--- src/rtl/timer16_pkg.sv ---
// Shared constants for the 16-bit timer core: register map, fields, limits.
// Assumes an Avalon-MM slave with 32-bit words, one byte register per word.
package timer16_pkg;
  // Word offsets (byte address = 4 * index)
  localparam logic [3:0] CNT_LO_IDX   = 4'h0;
  localparam logic [3:0] CNT_HI_IDX   = 4'h1;
  localparam logic [3:0] CMPA_LO_IDX  = 4'h2;
  localparam logic [3:0] CMPA_HI_IDX  = 4'h3;
  localparam logic [3:0] CMPB_LO_IDX  = 4'h4;
  localparam logic [3:0] CMPB_HI_IDX  = 4'h5;
  localparam logic [3:0] CAP_LO_IDX   = 4'h6;
  localparam logic [3:0] CAP_HI_IDX   = 4'h7;
  localparam logic [3:0] CTRL_A_IDX   = 4'h8;
  localparam logic [3:0] CTRL_B_IDX   = 4'h9;
  localparam logic [3:0] FLAG_IDX     = 4'ha;
  localparam logic [3:0] MASK_IDX     = 4'hb;
  localparam logic [3:0] POWER_IDX    = 4'hc;
  localparam logic [3:0] IRQ_IDX      = 4'hd;
  // Flag and mask bit positions
  localparam int OVF_BIT  = 0;
  localparam int CMPA_BIT = 1;
  localparam int CMPB_BIT = 2;
  localparam int CAP_BIT  = 5;
  // control_b fields
  localparam int CS_LSB       = 0;
  localparam int WGM_HI_LSB   = 3;
  localparam int CAP_EDGE_BIT = 6;
  localparam int CAP_SRC_BIT  = 7;
  // control_a fields
  localparam int WGM_LO_LSB   = 0;
  // Power register field
  localparam int PWR_OFF_BIT  = 0;
  // Reset values
  localparam logic [7:0]  CTRL_RST  = 8'h00;
  localparam logic [7:0]  PWR_RST   = 8'h00;
  localparam logic [15:0] WORD_RST  = 16'h0000;
  // Count limits
  localparam logic [15:0] BOTTOM_VAL = 16'h0000;
  localparam logic [15:0] MAX_VAL    = 16'hffff;
  localparam logic [15:0] TOP8_VAL   = 16'h00ff;
  localparam logic [15:0] TOP9_VAL   = 16'h01ff;
  localparam logic [15:0] TOP10_VAL  = 16'h03ff;
  // Prescaler taps, as low-bit masks, one less than the period in clocks
  localparam logic [9:0]  DIV8_MASK    = 10'h007;
  localparam logic [9:0]  DIV64_MASK   = 10'h03f;
  localparam logic [9:0]  DIV256_MASK  = 10'h0ff;
  localparam logic [9:0]  DIV1024_MASK = 10'h3ff;
  // Clock-select codes
  localparam logic [2:0] CS_STOP = 3'h0;
  localparam logic [2:0] CS_DIV1 = 3'h1;
  localparam logic [2:0] CS_DIV8 = 3'h2;
  localparam logic [2:0] CS_D64  = 3'h3;
  localparam logic [2:0] CS_D256 = 3'h4;
  localparam logic [2:0] CS_D1K  = 3'h5;
  localparam logic [2:0] CS_EXTF = 3'h6;
  localparam logic [2:0] CS_EXTR = 3'h7;
  // Bus answer states
  typedef enum logic [2:0] {
    BUS_IDLE = 3'b001,
    BUS_ACK  = 3'b010,
    BUS_DONE = 3'b100
  } bus_state_t;
endpackage

--- src/rtl/pin_sync.sv ---
// Three-stage pin synchroniser with a filtered, agreed level and edges.
// Assumes the input is asynchronous to ref_clk_in.
`timescale 1ns/1ps
module pin_sync
  import timer16_pkg::*;
(
  input  wire logic ref_clk_in,
  input  wire logic arst_n_in,
  input  wire logic pin_in,
  output logic      level_out,
  output logic      rise_out,
  output logic      fall_out
);
  logic s1_reg;
  logic s2_reg;
  logic s3_reg;

  always_ff @(posedge ref_clk_in or negedge arst_n_in) begin
    if (!arst_n_in) begin
      s1_reg <= 1'b0;
      s2_reg <= 1'b0;
      s3_reg <= 1'b0;
    end else begin
      s1_reg <= pin_in;
      s2_reg <= s1_reg;
      s3_reg <= s2_reg;
    end
  end

  // Level changes only once stages two and three agree
  always_ff @(posedge ref_clk_in or negedge arst_n_in) begin
    if (!arst_n_in) begin
      level_out <= 1'b0;
      rise_out  <= 1'b0;
      fall_out  <= 1'b0;
    end else begin
      rise_out <= 1'b0;
      fall_out <= 1'b0;
      if (s2_reg == s3_reg && s3_reg != level_out) begin
        level_out <= s3_reg;
        rise_out  <= s3_reg;
        fall_out  <= !s3_reg;
      end
    end
  end
endmodule

--- src/rtl/timer16_core.sv ---
// 16-bit timer core: byte access through a shared high-byte latch,
// prescaled or pin clock, double-buffered compares, capture, flags.
// Assumes an Avalon-MM master on ref_clk_in and asynchronous pins.
`timescale 1ns/1ps
module timer16_core
  import timer16_pkg::*;
(
  input  wire logic        ref_clk_in,
  input  wire logic        arst_n_in,
  input  wire logic [5:0]  address,
  input  wire logic        read,
  input  wire logic        write,
  input  wire logic [3:0]  byteenable,
  input  wire logic [31:0] writedata,
  output logic [31:0]      readdata,
  output logic             waitrequest,
  input  wire logic        ext_count_pin_in,
  input  wire logic        capture_pin_in,
  input  wire logic        comparator_in,
  output logic             wave_out_a_out,
  output logic             wave_out_b_out,
  output logic             irq_req_out,
  output logic             bottom_out,
  output logic             max_out
);
  bus_state_t  bus_state_reg;
  logic [7:0]  latch_reg;
  logic [15:0] count_value;
  logic [15:0] compare_value_a;
  logic [15:0] compare_value_b;
  logic [15:0] cmp_buf_a_reg;
  logic [15:0] cmp_buf_b_reg;
  logic [15:0] capture_value;
  logic [7:0]  control_a;
  logic [7:0]  control_b;
  logic [7:0]  irq_flag_reg;
  logic [7:0]  irq_mask_reg;
  logic [7:0]  power_reduction_reg;
  logic [9:0]  prescale_reg;
  logic        up_reg;
  logic        ext_level;
  logic        ext_rise;
  logic        ext_fall;
  logic        cap_level;
  logic        cap_rise;
  logic        cap_fall;
  logic        cmp_level;
  logic        cmp_rise;
  logic        cmp_fall;

  logic        bus_take;
  logic        wr_take;
  logic        rd_take;
  logic [3:0]  idx;
  logic [7:0]  wbyte;
  logic        count_tick;
  logic        enabled;
  logic [3:0]  wgm;
  logic [15:0] top_val;
  logic        top_hit;
  logic        bot_hit;
  logic        pwm_mode;
  logic        dual_slope;
  logic        match_a;
  logic        match_b;
  logic        cap_evt;
  logic        cap_is_top;
  logic        ovf_evt;
  logic        cnt_wr;
  logic [7:0]  rd_byte;

  pin_sync u_ext_sync (
    .ref_clk_in (ref_clk_in),
    .arst_n_in  (arst_n_in),
    .pin_in     (ext_count_pin_in),
    .level_out  (ext_level),
    .rise_out   (ext_rise),
    .fall_out   (ext_fall)
  );
  pin_sync u_cap_sync (
    .ref_clk_in (ref_clk_in),
    .arst_n_in  (arst_n_in),
    .pin_in     (capture_pin_in),
    .level_out  (cap_level),
    .rise_out   (cap_rise),
    .fall_out   (cap_fall)
  );
  pin_sync u_cmp_sync (
    .ref_clk_in (ref_clk_in),
    .arst_n_in  (arst_n_in),
    .pin_in     (comparator_in),
    .level_out  (cmp_level),
    .rise_out   (cmp_rise),
    .fall_out   (cmp_fall)
  );

  assign idx      = address[5:2];
  assign wbyte    = writedata[7:0];
  assign bus_take = (bus_state_reg == BUS_IDLE) && (read || write);
  assign wr_take  = bus_take && write && byteenable[0];
  assign rd_take  = bus_take && read;
  assign cnt_wr   = wr_take && idx == CNT_LO_IDX;
  assign enabled  = !power_reduction_reg[PWR_OFF_BIT];
  assign wgm = {control_b[WGM_HI_LSB+1:WGM_HI_LSB],
                control_a[WGM_LO_LSB+1:WGM_LO_LSB]};
  assign cap_is_top = (wgm == 4'h8) || (wgm == 4'ha) ||
                      (wgm == 4'hc) || (wgm == 4'he);

  // Mode decodes top; compare A top uses the active, buffered copy
  always_comb begin
    top_val    = MAX_VAL;
    pwm_mode   = 1'b1;
    dual_slope = 1'b0;
    case (wgm)
      4'h1, 4'h5: top_val = TOP8_VAL;
      4'h2, 4'h6: top_val = TOP9_VAL;
      4'h3, 4'h7: top_val = TOP10_VAL;
      4'h4, 4'hf, 4'hb, 4'h9: top_val = compare_value_a;
      4'h8, 4'ha, 4'hc, 4'he: top_val = capture_value;
      default: top_val = MAX_VAL;
    endcase
    case (wgm)
      4'h0, 4'h4, 4'hc, 4'hd: pwm_mode = 1'b0;
      default: pwm_mode = 1'b1;
    endcase
    case (wgm)
      4'h1, 4'h2, 4'h3, 4'h8, 4'h9, 4'ha, 4'hb: dual_slope = 1'b1;
      default: dual_slope = 1'b0;
    endcase
  end

  // prescaler tap or synchronised pin edge; stop gives no tick
  always_comb begin
    case (control_b[CS_LSB+2:CS_LSB])
      CS_DIV1: count_tick = 1'b1;
      CS_DIV8: count_tick = (prescale_reg & DIV8_MASK) == DIV8_MASK;
      CS_D64:  count_tick = (prescale_reg & DIV64_MASK) == DIV64_MASK;
      CS_D256: count_tick = (prescale_reg & DIV256_MASK) == DIV256_MASK;
      CS_D1K:  count_tick = prescale_reg == DIV1024_MASK;
      CS_EXTF: count_tick = ext_fall;
      CS_EXTR: count_tick = ext_rise;
      default: count_tick = 1'b0;
    endcase
    count_tick = count_tick && enabled;
  end

  assign top_hit = count_value == top_val;
  assign bot_hit = count_value == BOTTOM_VAL;
  assign match_a = count_tick && count_value == compare_value_a;
  assign match_b = count_tick && count_value == compare_value_b;
  assign ovf_evt = count_tick &&
                   (dual_slope ? bot_hit && !up_reg
                               : (pwm_mode ? top_hit
                                           : count_value == MAX_VAL));
  // Capture unused while capture register defines top
  assign cap_evt = enabled && !cap_is_top &&
    (control_b[CAP_SRC_BIT]
      ? (control_b[CAP_EDGE_BIT] ? cmp_rise : cmp_fall)
      : (control_b[CAP_EDGE_BIT] ? cap_rise : cap_fall));

  always_ff @(posedge ref_clk_in or negedge arst_n_in) begin
    if (!arst_n_in) begin
      prescale_reg <= 10'h000;
    end else if (enabled) begin
      prescale_reg <= prescale_reg + 10'h001;
    end
  end

  // Bus handshake: request taken in idle, data back one edge later
  always_ff @(posedge ref_clk_in or negedge arst_n_in) begin
    if (!arst_n_in) begin
      bus_state_reg <= BUS_IDLE;
    end else begin
      case (bus_state_reg)
        BUS_IDLE: if (read || write) bus_state_reg <= BUS_ACK;
        BUS_ACK:  bus_state_reg <= BUS_DONE;
        BUS_DONE: bus_state_reg <= BUS_IDLE;
        default:  bus_state_reg <= BUS_IDLE;
      endcase
    end
  end

  always_ff @(posedge ref_clk_in or negedge arst_n_in) begin
    if (!arst_n_in) begin
      waitrequest <= 1'b1;
    end else begin
      waitrequest <= !(bus_state_reg == BUS_IDLE && (read || write));
    end
  end

  always_comb begin
    case (idx)
      CNT_LO_IDX:  rd_byte = count_value[7:0];
      CNT_HI_IDX:  rd_byte = latch_reg;
      CMPA_LO_IDX: rd_byte = cmp_buf_a_reg[7:0];
      CMPA_HI_IDX: rd_byte = cmp_buf_a_reg[15:8];
      CMPB_LO_IDX: rd_byte = cmp_buf_b_reg[7:0];
      CMPB_HI_IDX: rd_byte = cmp_buf_b_reg[15:8];
      CAP_LO_IDX:  rd_byte = capture_value[7:0];
      CAP_HI_IDX:  rd_byte = latch_reg;
      CTRL_A_IDX:  rd_byte = control_a;
      CTRL_B_IDX:  rd_byte = control_b;
      FLAG_IDX:    rd_byte = irq_flag_reg;
      MASK_IDX:    rd_byte = irq_mask_reg;
      POWER_IDX:   rd_byte = power_reduction_reg;
      IRQ_IDX:     rd_byte = {6'h00, max_out, bottom_out};
      default:     rd_byte = 8'h00;
    endcase
  end

  always_ff @(posedge ref_clk_in or negedge arst_n_in) begin
    if (!arst_n_in) begin
      readdata <= 32'h0000_0000;
    end else if (rd_take) begin
      readdata <= {24'h00_0000, rd_byte};
    end
  end

  // one latch; high-byte writes land here, counter and capture low reads fill it
  always_ff @(posedge ref_clk_in or negedge arst_n_in) begin
    if (!arst_n_in) begin
      latch_reg <= 8'h00;
    end else if (wr_take && (idx == CNT_HI_IDX || idx == CMPA_HI_IDX ||
                 idx == CMPB_HI_IDX || idx == CAP_HI_IDX)) begin
      latch_reg <= wbyte;
    end else if (rd_take && idx == CNT_LO_IDX) begin
      latch_reg <= count_value[15:8];
    end else if (rd_take && idx == CAP_LO_IDX) begin
      latch_reg <= capture_value[15:8];
    end
  end

  // software write wins over clear and count
  always_ff @(posedge ref_clk_in or negedge arst_n_in) begin
    if (!arst_n_in) begin
      count_value <= WORD_RST;
      up_reg      <= 1'b1;
    end else if (cnt_wr) begin
      count_value <= {latch_reg, wbyte};
    end else if (count_tick) begin
      if (dual_slope) begin
        if (up_reg && top_hit) begin
          up_reg      <= 1'b0;
          count_value <= count_value - 16'h0001;
        end else if (!up_reg && bot_hit) begin
          up_reg      <= 1'b1;
          count_value <= count_value + 16'h0001;
        end else begin
          count_value <= up_reg ? count_value + 16'h0001
                                : count_value - 16'h0001;
        end
      end else if (top_hit) begin
        count_value <= BOTTOM_VAL;
      end else begin
        count_value <= count_value + 16'h0001;
      end
    end
  end

  // staged copies, made active at top in PWM modes
  always_ff @(posedge ref_clk_in or negedge arst_n_in) begin
    if (!arst_n_in) begin
      cmp_buf_a_reg   <= WORD_RST;
      cmp_buf_b_reg   <= WORD_RST;
      compare_value_a <= WORD_RST;
      compare_value_b <= WORD_RST;
    end else begin
      if (wr_take && idx == CMPA_LO_IDX) begin
        cmp_buf_a_reg <= {latch_reg, wbyte};
      end
      if (wr_take && idx == CMPB_LO_IDX) begin
        cmp_buf_b_reg <= {latch_reg, wbyte};
      end
      // compare A top reloads at the update point in PWM modes; in mode 4 it reloads every cycle
      if (!pwm_mode || (count_tick &&
          (dual_slope ? (top_hit && up_reg) : top_hit))) begin
        compare_value_a <= cmp_buf_a_reg;
        compare_value_b <= cmp_buf_b_reg;
      end
    end
  end

  always_ff @(posedge ref_clk_in or negedge arst_n_in) begin
    if (!arst_n_in) begin
      capture_value <= WORD_RST;
    end else if (wr_take && idx == CAP_LO_IDX && cap_is_top) begin
      capture_value <= {latch_reg, wbyte};
    end else if (cap_evt) begin
      capture_value <= count_value;
    end
  end

  always_ff @(posedge ref_clk_in or negedge arst_n_in) begin
    if (!arst_n_in) begin
      control_a           <= CTRL_RST;
      control_b           <= CTRL_RST;
      irq_mask_reg        <= CTRL_RST;
      power_reduction_reg <= PWR_RST;
    end else if (wr_take) begin
      case (idx)
        CTRL_A_IDX: control_a <= wbyte;
        CTRL_B_IDX: control_b <= wbyte;
        MASK_IDX:   irq_mask_reg <= wbyte & 8'h27;
        POWER_IDX:  power_reduction_reg <= wbyte & 8'h01;
        default:    control_a <= control_a;
      endcase
    end
  end

  always_ff @(posedge ref_clk_in or negedge arst_n_in) begin
    if (!arst_n_in) begin
      irq_flag_reg <= CTRL_RST;
    end else begin
      irq_flag_reg <= ((wr_take && idx == FLAG_IDX)
                        ? irq_flag_reg & ~wbyte : irq_flag_reg)
        | ({7'h00, ovf_evt} << OVF_BIT)
        | ({7'h00, match_a} << CMPA_BIT)
        | ({7'h00, match_b} << CMPB_BIT)
        | ({7'h00, cap_evt} << CAP_BIT);
    end
  end

  // compare A defining top in PWM holds its output low
  always_ff @(posedge ref_clk_in or negedge arst_n_in) begin
    if (!arst_n_in) begin
      wave_out_a_out <= 1'b0;
      wave_out_b_out <= 1'b0;
      irq_req_out    <= 1'b0;
      bottom_out     <= 1'b0;
      max_out        <= 1'b0;
    end else begin
      if (pwm_mode && (wgm == 4'hf || wgm == 4'hb || wgm == 4'h9)) begin
        wave_out_a_out <= 1'b0;
      end else if (match_a) begin
        wave_out_a_out <= !wave_out_a_out;
      end
      if (match_b) begin
        wave_out_b_out <= !wave_out_b_out;
      end
      irq_req_out <= |(irq_flag_reg & irq_mask_reg);
      bottom_out  <= bot_hit;
      max_out     <= count_value == MAX_VAL;
    end
  end
endmodule

--- config.mk ---
export PLATFORM = sky130hd
export DESIGN_NAME = timer16_core
export DESIGN_NICKNAME = d
export VERILOG_FILES = /design/src/rtl/timer16_pkg.sv /design/src/rtl/pin_sync.sv /design/src/rtl/timer16_core.sv
export SDC_FILE = /design/constraint.sdc
export NUM_CORES = 1
export LEC_CHECK = 0
export CORE_MARGIN = 2
export CORE_UTILIZATION = 38
export DETAILED_ROUTE_END_ITERATION = 10
export DONT_BUFFER_PORTS = 1
export GPL_ROUTABILITY_DRIVEN = 1
export GPL_TIMING_DRIVEN = 0
export PLACE_DENSITY = 0.49
export SETUP_SLACK_MARGIN = 0.4
export SKIP_LAST_GASP = 1
export SYNTH_ARGS = -nofsm -noshare
export SYNTH_HDL_FRONTEND = slang
export SYNTH_HIERARCHICAL = 1
export SYNTH_SLANG_ARGS = --single-unit
--- constraint.sdc ---
create_clock -name ref_clk_in -period 4.8 [get_ports ref_clk_in]
set_clock_uncertainty 0.05 [all_clocks]
set_input_delay 0.24 -clock ref_clk_in [delete_from_list [all_inputs] [get_ports ref_clk_in]]
set_output_delay 0.24 -clock ref_clk_in [all_outputs]
set_load 0.01 [all_outputs]
; After elaboration in Yosys (flattened, before gate mapping)
; Cells that the tools add are included.
; Widths: inputs -> output; s select.
[word_totals]
regBits = 179
in_bits = 49
output_inout_bits = 38
word_cells = 206
[op_classes]
addsub = 3
n_eq_ne = 52
n_mux = 36
bitwise = 8
n_reduce_logical = 67
[op_table]
columns = operator, count
row1 = $mux 16, 9
row2 = $pmux 8 s13, 1
row3 = $pmux 16 s5, 1
row4 = $eq 4x4->1 const B, 14
row5 = $eq 16x16->1, 3
row6 = $eq 4x3->1 const B, 8
row7 = $mux 8, 4
row8 = $logic_and 1x1->1, 26
row9 = $mux 1, 18
row10 = $add 16x1->16 const B, 1
row11 = $eq 16x16->1 const B, 1
row12 = $eq 4x2->1 const B, 4
row13 = $logic_not 16->1, 1
row14 = $sub 16x1->16 const B, 1
row15 = $eq 3x3->1 const B, 5
row16 = $reduce_or 4->1, 3
row17 = $add 10x1->10 const B, 1
row18 = $eq 10x10->1 const B, 1
row19 = $logic_or 1x1->1, 10
row20 = $eq 3x2->1 const B, 3
row21 = $logic_not 1->1, 9
row22 = $and 8x6->8, 1
row23 = $and 8x8->8, 1
row24 = $eq 4x1->1 const B, 2
row25 = 23 further kinds, 38

; Depth between registers and ports, before layout
[depth]
ltp_word = 11
depth_mapped = 15
ltp_nobuf = 10

; Hierarchy
; The synthesis kept the hierarchy.
[by_module_without_submodules]
columns = module, instances, cells_each, area_each_um2, seq_area_each_um2
row1 = timer16_core, 1, 1055, 9773.1, 4032.6
row2 = pin_sync, 3, 9, 178.9, 150.1

; Worst setup path after synthesis
; Ideal clock, no wire load.
[synth_timing]
path_type = register -> register
from = reg control_a[1]
to = reg compare_value_b[10]
arrival_time_ns = 2.637
setup_slack_ns = 1.989
path_stages_with_launch = 13
synth_period_minus_slack_ns = 2.811
path_cell_list = dfrtp_1 buf_6 or4b_4 a211o_1 o211ai_2 nand3_1 nor2_1 and4_1 buf_4 a31o_2 buf_4 buf_6 mux2_2
[synth_between]
elab_chain_cells = 8
elab_cells_between_ends = 30
[synth_lines]
columns = element, line_no
row1 = start: declaration, timer16_core.sv:34  ; logic [7:0] control_a;
row2 = start signal: assignment, timer16_core.sv:301  ; CTRL_A_IDX: control_a <= wbyte;
row3 = start signal: assignment, timer16_core.sv:305  ; default: control_a <= control_a;
row4 = $eq 4x4->1 (tied with other cells), "timer16_core.sv:114, timer16_core.sv:126"
row5 = $reduce_or 4->1 / $reduce_or 2->1 (equally long branches), timer16_core.sv:114  ; case (wgm)
row6 = $pmux 16 s5, timer16_core.sv:114
row7 = $eq 16x16->1, timer16_core.sv:147  ; assign top_hit = count_value == top_val;
row8 = $logic_and 1x1->1, timer16_core.sv:276  ; (dual_slope ? (top_hit && up_reg) : top_hit))) begin
row9 = $mux 1, timer16_core.sv:276
row10 = $logic_and 1x1->1, timer16_core.sv:275  ; if (!pwm_mode || (count_tick &&
row11 = $logic_or 1x1->1 (*), timer16_core.sv:275
row12 = end signal: assignment, timer16_core.sv:278  ; compare_value_b <= cmp_buf_b_reg;
row13 = end: declaration, timer16_core.sv:30  ; logic [15:0] compare_value_b;
; Every way passes the cells marked *; elsewhere a longest branch is shown, timed or not.
; A chain may end at the register's enable or synchronous reset.

; Worst setup path in the final report
[layout_timing]
from = reg control_b[4]
to = reg count_value[11]
[layout_between]
elab_chain_cells = 9
elab_cells_between_ends = 29
[layout_lines]
columns = element, line_no
row1 = start: declaration, timer16_core.sv:35  ; logic [7:0] control_b;
row2 = start signal: assignment, timer16_core.sv:302  ; CTRL_B_IDX: control_b <= wbyte;
row3 = $eq 4x4->1 (tied with other cells), "timer16_core.sv:114, timer16_core.sv:126"
row4 = $reduce_or 4->1 / $reduce_or 2->1 (equally long branches), timer16_core.sv:114
row5 = $pmux 16 s5, timer16_core.sv:114
row6 = $eq 16x16->1, timer16_core.sv:147
row7 = $logic_and 1x1->1, timer16_core.sv:242  ; if (up_reg && top_hit) begin
row8 = $mux 16, timer16_core.sv:242
row9 = $mux 16 (*), timer16_core.sv:241  ; if (dual_slope) begin
row10 = $mux 16 (*), timer16_core.sv:240  ; end else if (count_tick) begin
row11 = $mux 16 (*), timer16_core.sv:238  ; end else if (cnt_wr) begin
row12 = end signal: assignment, timer16_core.sv:239  ; count_value <= {latch_reg, wbyte};
row13 = end signal: assignment, timer16_core.sv:244  ; count_value <= count_value - 16'h0001;
row14 = end signal: assignment, timer16_core.sv:247  ; count_value <= count_value + 16'h0001;
row15 = end: declaration, timer16_core.sv:28  ; logic [15:0] count_value;
; Every way passes the cells marked *; elsewhere a longest branch is shown, timed or not. The select of a mux whose other input is x is not followed.

==> results.sh <==
export IMPL_outcome="complete, but fails checks"
export IMPL_violations="hold timing"
export IMPL_grtUsageTotal_pct=26.96
export IMPL_grt_first_pass_wirelength_um=56680
export IMPL_yosysTopAreaCellShare_pct=42.72
export IMPL_drive_gt1_share_pct=15.97
export IMPL_final_max_slew_viol_count=0
export IMPL_htreeDepth=4
export IMPL_grt_max_degree=180
export IMPL_cp_buffers_inverters=4
export IMPL_p_leak_nw=4.918
export IMPL_crit_arrival_ns=3.95
export IMPL_grt_ovfl_total=0
export IMPL_comb_power_share_pct=39.0
export IMPL_r2r_cells=11
export IMPL_rr_startpoint="control_b[4]$_DFFE_PN0P_"
export IMPL_synth_edf_count=0
export IMPL_core_region_area_um2=26800
export IMPL_placed_cells_incl_taps=1446
export IMPL_dr_pass1_iters=7
export IMPL_fin_crit_ns=3.638
export IMPL_die_h_um=168.7
export IMPL_crit_slowest_cell="nor2_1"
export IMPL_synthFlopType="dfrtp_1"
export IMPL_ios=87
export IMPL_drtAntennaViolNets=0
export IMPL_hold_buffers=9
export IMPL_setup_violations=0
export IMPL_setup_tns_final_ns=0
export IMPL_syn_inst=1082
export IMPL_antenna_cells=0
export IMPL_drt_iter0_markers=904
export IMPL_synth_area_leaders="dfrtp_1, mux2_2, nor2_1"
export IMPL_nFillCells=2617
export IMPL_cts_buffer_depth=2
export IMPL_grt_pass1_vias=8669
export IMPL_whs_ns=-0.5480
export IMPL_crit_type="flip-flop to flip-flop"
export IMPL_yosysMostFrequentCell="dfrtp_1"
export IMPL_critPathMaxStageDelay_ns=0.70
export IMPL_antenna_found_initial=4
export IMPL_synth_area_per_cell_um2=9.529
export IMPL_rsz0062_at_grt="no"
export IMPL_worst_pin_slew_ns=1.088
export IMPL_min_path_type="input port to async pin"
export IMPL_clk_pin_slew_worst_paths_ns=0.08
export IMPL_cts_root_buf="clkbuf_16"
export IMPL_clkPwrFrac_pct=22.7
export IMPL_relSlewSlack_pct=27.46
export IMPL_power_mw=6.480
export IMPL_routed_wl_um=37550
export IMPL_internal_power_mw=3.631
export IMPL_rows=60
export IMPL_crit_family="simple AND/OR/NAND/NOR gates"
export IMPL_drc_errors=0
export IMPL_ys_seq_area_share_pct=43.48
export IMPL_powerDensity_nw_per_um2=562.0
export IMPL_rr_endpoint="count_value[11]$_DFFE_PN0P_"
export IMPL_insertion_delay_ns=0.45
export IMPL_swShare_pct=43.96
export IMPL_cp_required_ns=5.11
export IMPL_vias=8804
export IMPL_critPathLaunchType="flip-flop"
export IMPL_syn_cell_area_um2=10310
export IMPL_path_max_fanout=10
export IMPL_die_w_um=168.7
export IMPL_endpoint_kind="flip-flop"
export IMPL_layoutNonFillerInstCount=1487
export IMPL_finalCritPeriodShare_pct=75.80
export IMPL_cts_buffers=17
export IMPL_initial_utilization_pct=38.47
export IMPL_port_buffers=0
export IMPL_cp_cell_sequence="buf_6, buf_2, clkbuf_1, nor3_1, nor2_1, and2_1, nand4_1, and2_1, buf_6, o32a_1, a31oi_1"
export IMPL_synth_warning_count=6
export IMPL_drt_wirelength_per_cell_um=25.25
export IMPL_stdcell_area_um2=11530
export IMPL_vias_per_cell=5.921
export IMPL_fmax_mhz=274.9
export IMPL_die_area_um2=28460
export IMPL_gp_congestion=0.9590
export IMPL_clock_sinks=179
export IMPL_syn_to_final_growth_pct=11.83
export IMPL_power_frac_seq_pct=38.3
export IMPL_cts_tree="built"
export IMPL_synth_ff_latch_count=179
export IMPL_maxCapViolCount=0
export IMPL_yosys_top_cells_count="dfrtp_1, nor2_1, nand2_1, mux2_2, o21ai_0"
export IMPL_hpwl_um=26450
export IMPL_layout_nets=1187
export IMPL_hold_viol_final=179
export IMPL_yosysUniqueCellTypes=79
export IMPL_reg2reg_setup_slack_ns=1.16
export IMPL_ir_drop_uv=231.9
export IMPL_p_switching_mw=2.849
export IMPL_synth_top_area_cell="dfrtp_1"
export IMPL_dpl_cell_area_um2=10820
export IMPL_async_flop_share_pct=100.0
## what timing repair did
item                                   CTS  global route
gates resized for setup                  0             0
endpoints found under the hold margin  215           179
buffers inserted                         0             0
## cell usage in the layout, fill, tap and decap left out, types with 8 or more instances in the layout
cell,instances
buf_4,29
nand4_1,8
a22oi_1,23
o22ai_1,30
dfrtp_1,176
clkbuf_1,52
nor4_1,9
or3_1,10
mux2i_1,21
clkbuf_16,17
o21ai_0,61
xor2_1,24
xnor2_1,23
nand2b_1,16
nor2_1,97
nor2b_1,10
mux2_2,76
nor3b_1,9
a21oi_1,40
dlygate4sd3_1,9
nor3_1,29
buf_1,10
nand2_1,83
nand3_1,30
and3_1,11
a21o_1,9
a31oi_1,20
inv_1,30
conb_1,24
## cell type report
cell class / count / area, um^2 / area share, %
Buffer: 105 / 558.0 / 4.840
Sequential cell: 179 / 4483 / 38.88
Timing Repair Buffer: 9 / 90.09 / 0.7813
Clock inverter: 14 / 177.7 / 1.541
Tap cell: 341 / 426.7 / 3.700
Clock buffer: 18 / 439.2 / 3.809
Multi-Input combinational cell: 791 / 5243 / 45.47
Inverter: 30 / 112.6 / 0.9767
## per-stage QoR
step	hold slack (ns)	setup WS (ns)	utilization [%]
after floorplan	-0.1056	1.989	-
after CTS	-0.5662	1.231	43.02
after global routing	-0.5593	1.017	43.02
final	-0.5480	1.162	43.02
after detailed placement	-0.09378	1.238	40.38
after global placement	-0.09386	1.176	40.38
## worst max-delay path by stage
stage	from	end	slack, ns	depth (start not counted)
after floorplan	control_a[1]$_DFFE_PN0P_	compare_value_b[10]$_DFFE_PN0P_	1.99	12
final	control_b[4]$_DFFE_PN0P_	count_value[11]$_DFFE_PN0P_	1.16	11
after detailed placement	control_b[4]$_DFFE_PN0P_	count_value[11]$_DFFE_PN0P_	1.24	11
after CTS	control_b[4]$_DFFE_PN0P_	count_value[11]$_DFFE_PN0P_	1.23	11
after global placement	control_b[4]$_DFFE_PN0P_	count_value[11]$_DFFE_PN0P_	1.18	11
after global routing	control_b[4]$_DFFE_PN0P_	compare_value_a[4]$_DFFE_PN0P_	1.02	13
## routing by layer
metal,GRT usage (%),vias to the layer above,wire length [um],share of wire [%]
met3,5.424,69,3205,8.5
met2,40.65,420,16330,43
met5,0,-,13,0.035
met1,38.23,4348,16650,44
met4,10.31,2,1343,3.6
li1,-,3965,-,-
## cells by family after synthesis
kind of cell,Yosys count,synth area share (%)
XOR/XNOR,47,3.993
buffers and inverters,135,6.505
multiplexers,103,11.43
flip-flops,179,43.48
other,1,0.03637
AO/OA/AOI/OAI,264,16.95
adder cells (fa/ha/maj),8,0.9344
AND/OR/NAND/NOR,345,16.66
## power by group through the flow
stage / sequential (mW) / combinational (mW) / clock, mW
floorplan: 2.26 / 1.77 / 0
global placement: 2.50 / 2.45 / 0
detailed placement: 2.50 / 2.45 / 0
CTS: 2.47 / 2.48 / 1.49
global route: 2.53 / 2.75 / 1.55
finish: 2.48 / 2.53 / 1.47
(Power assumes the default switching activity.)
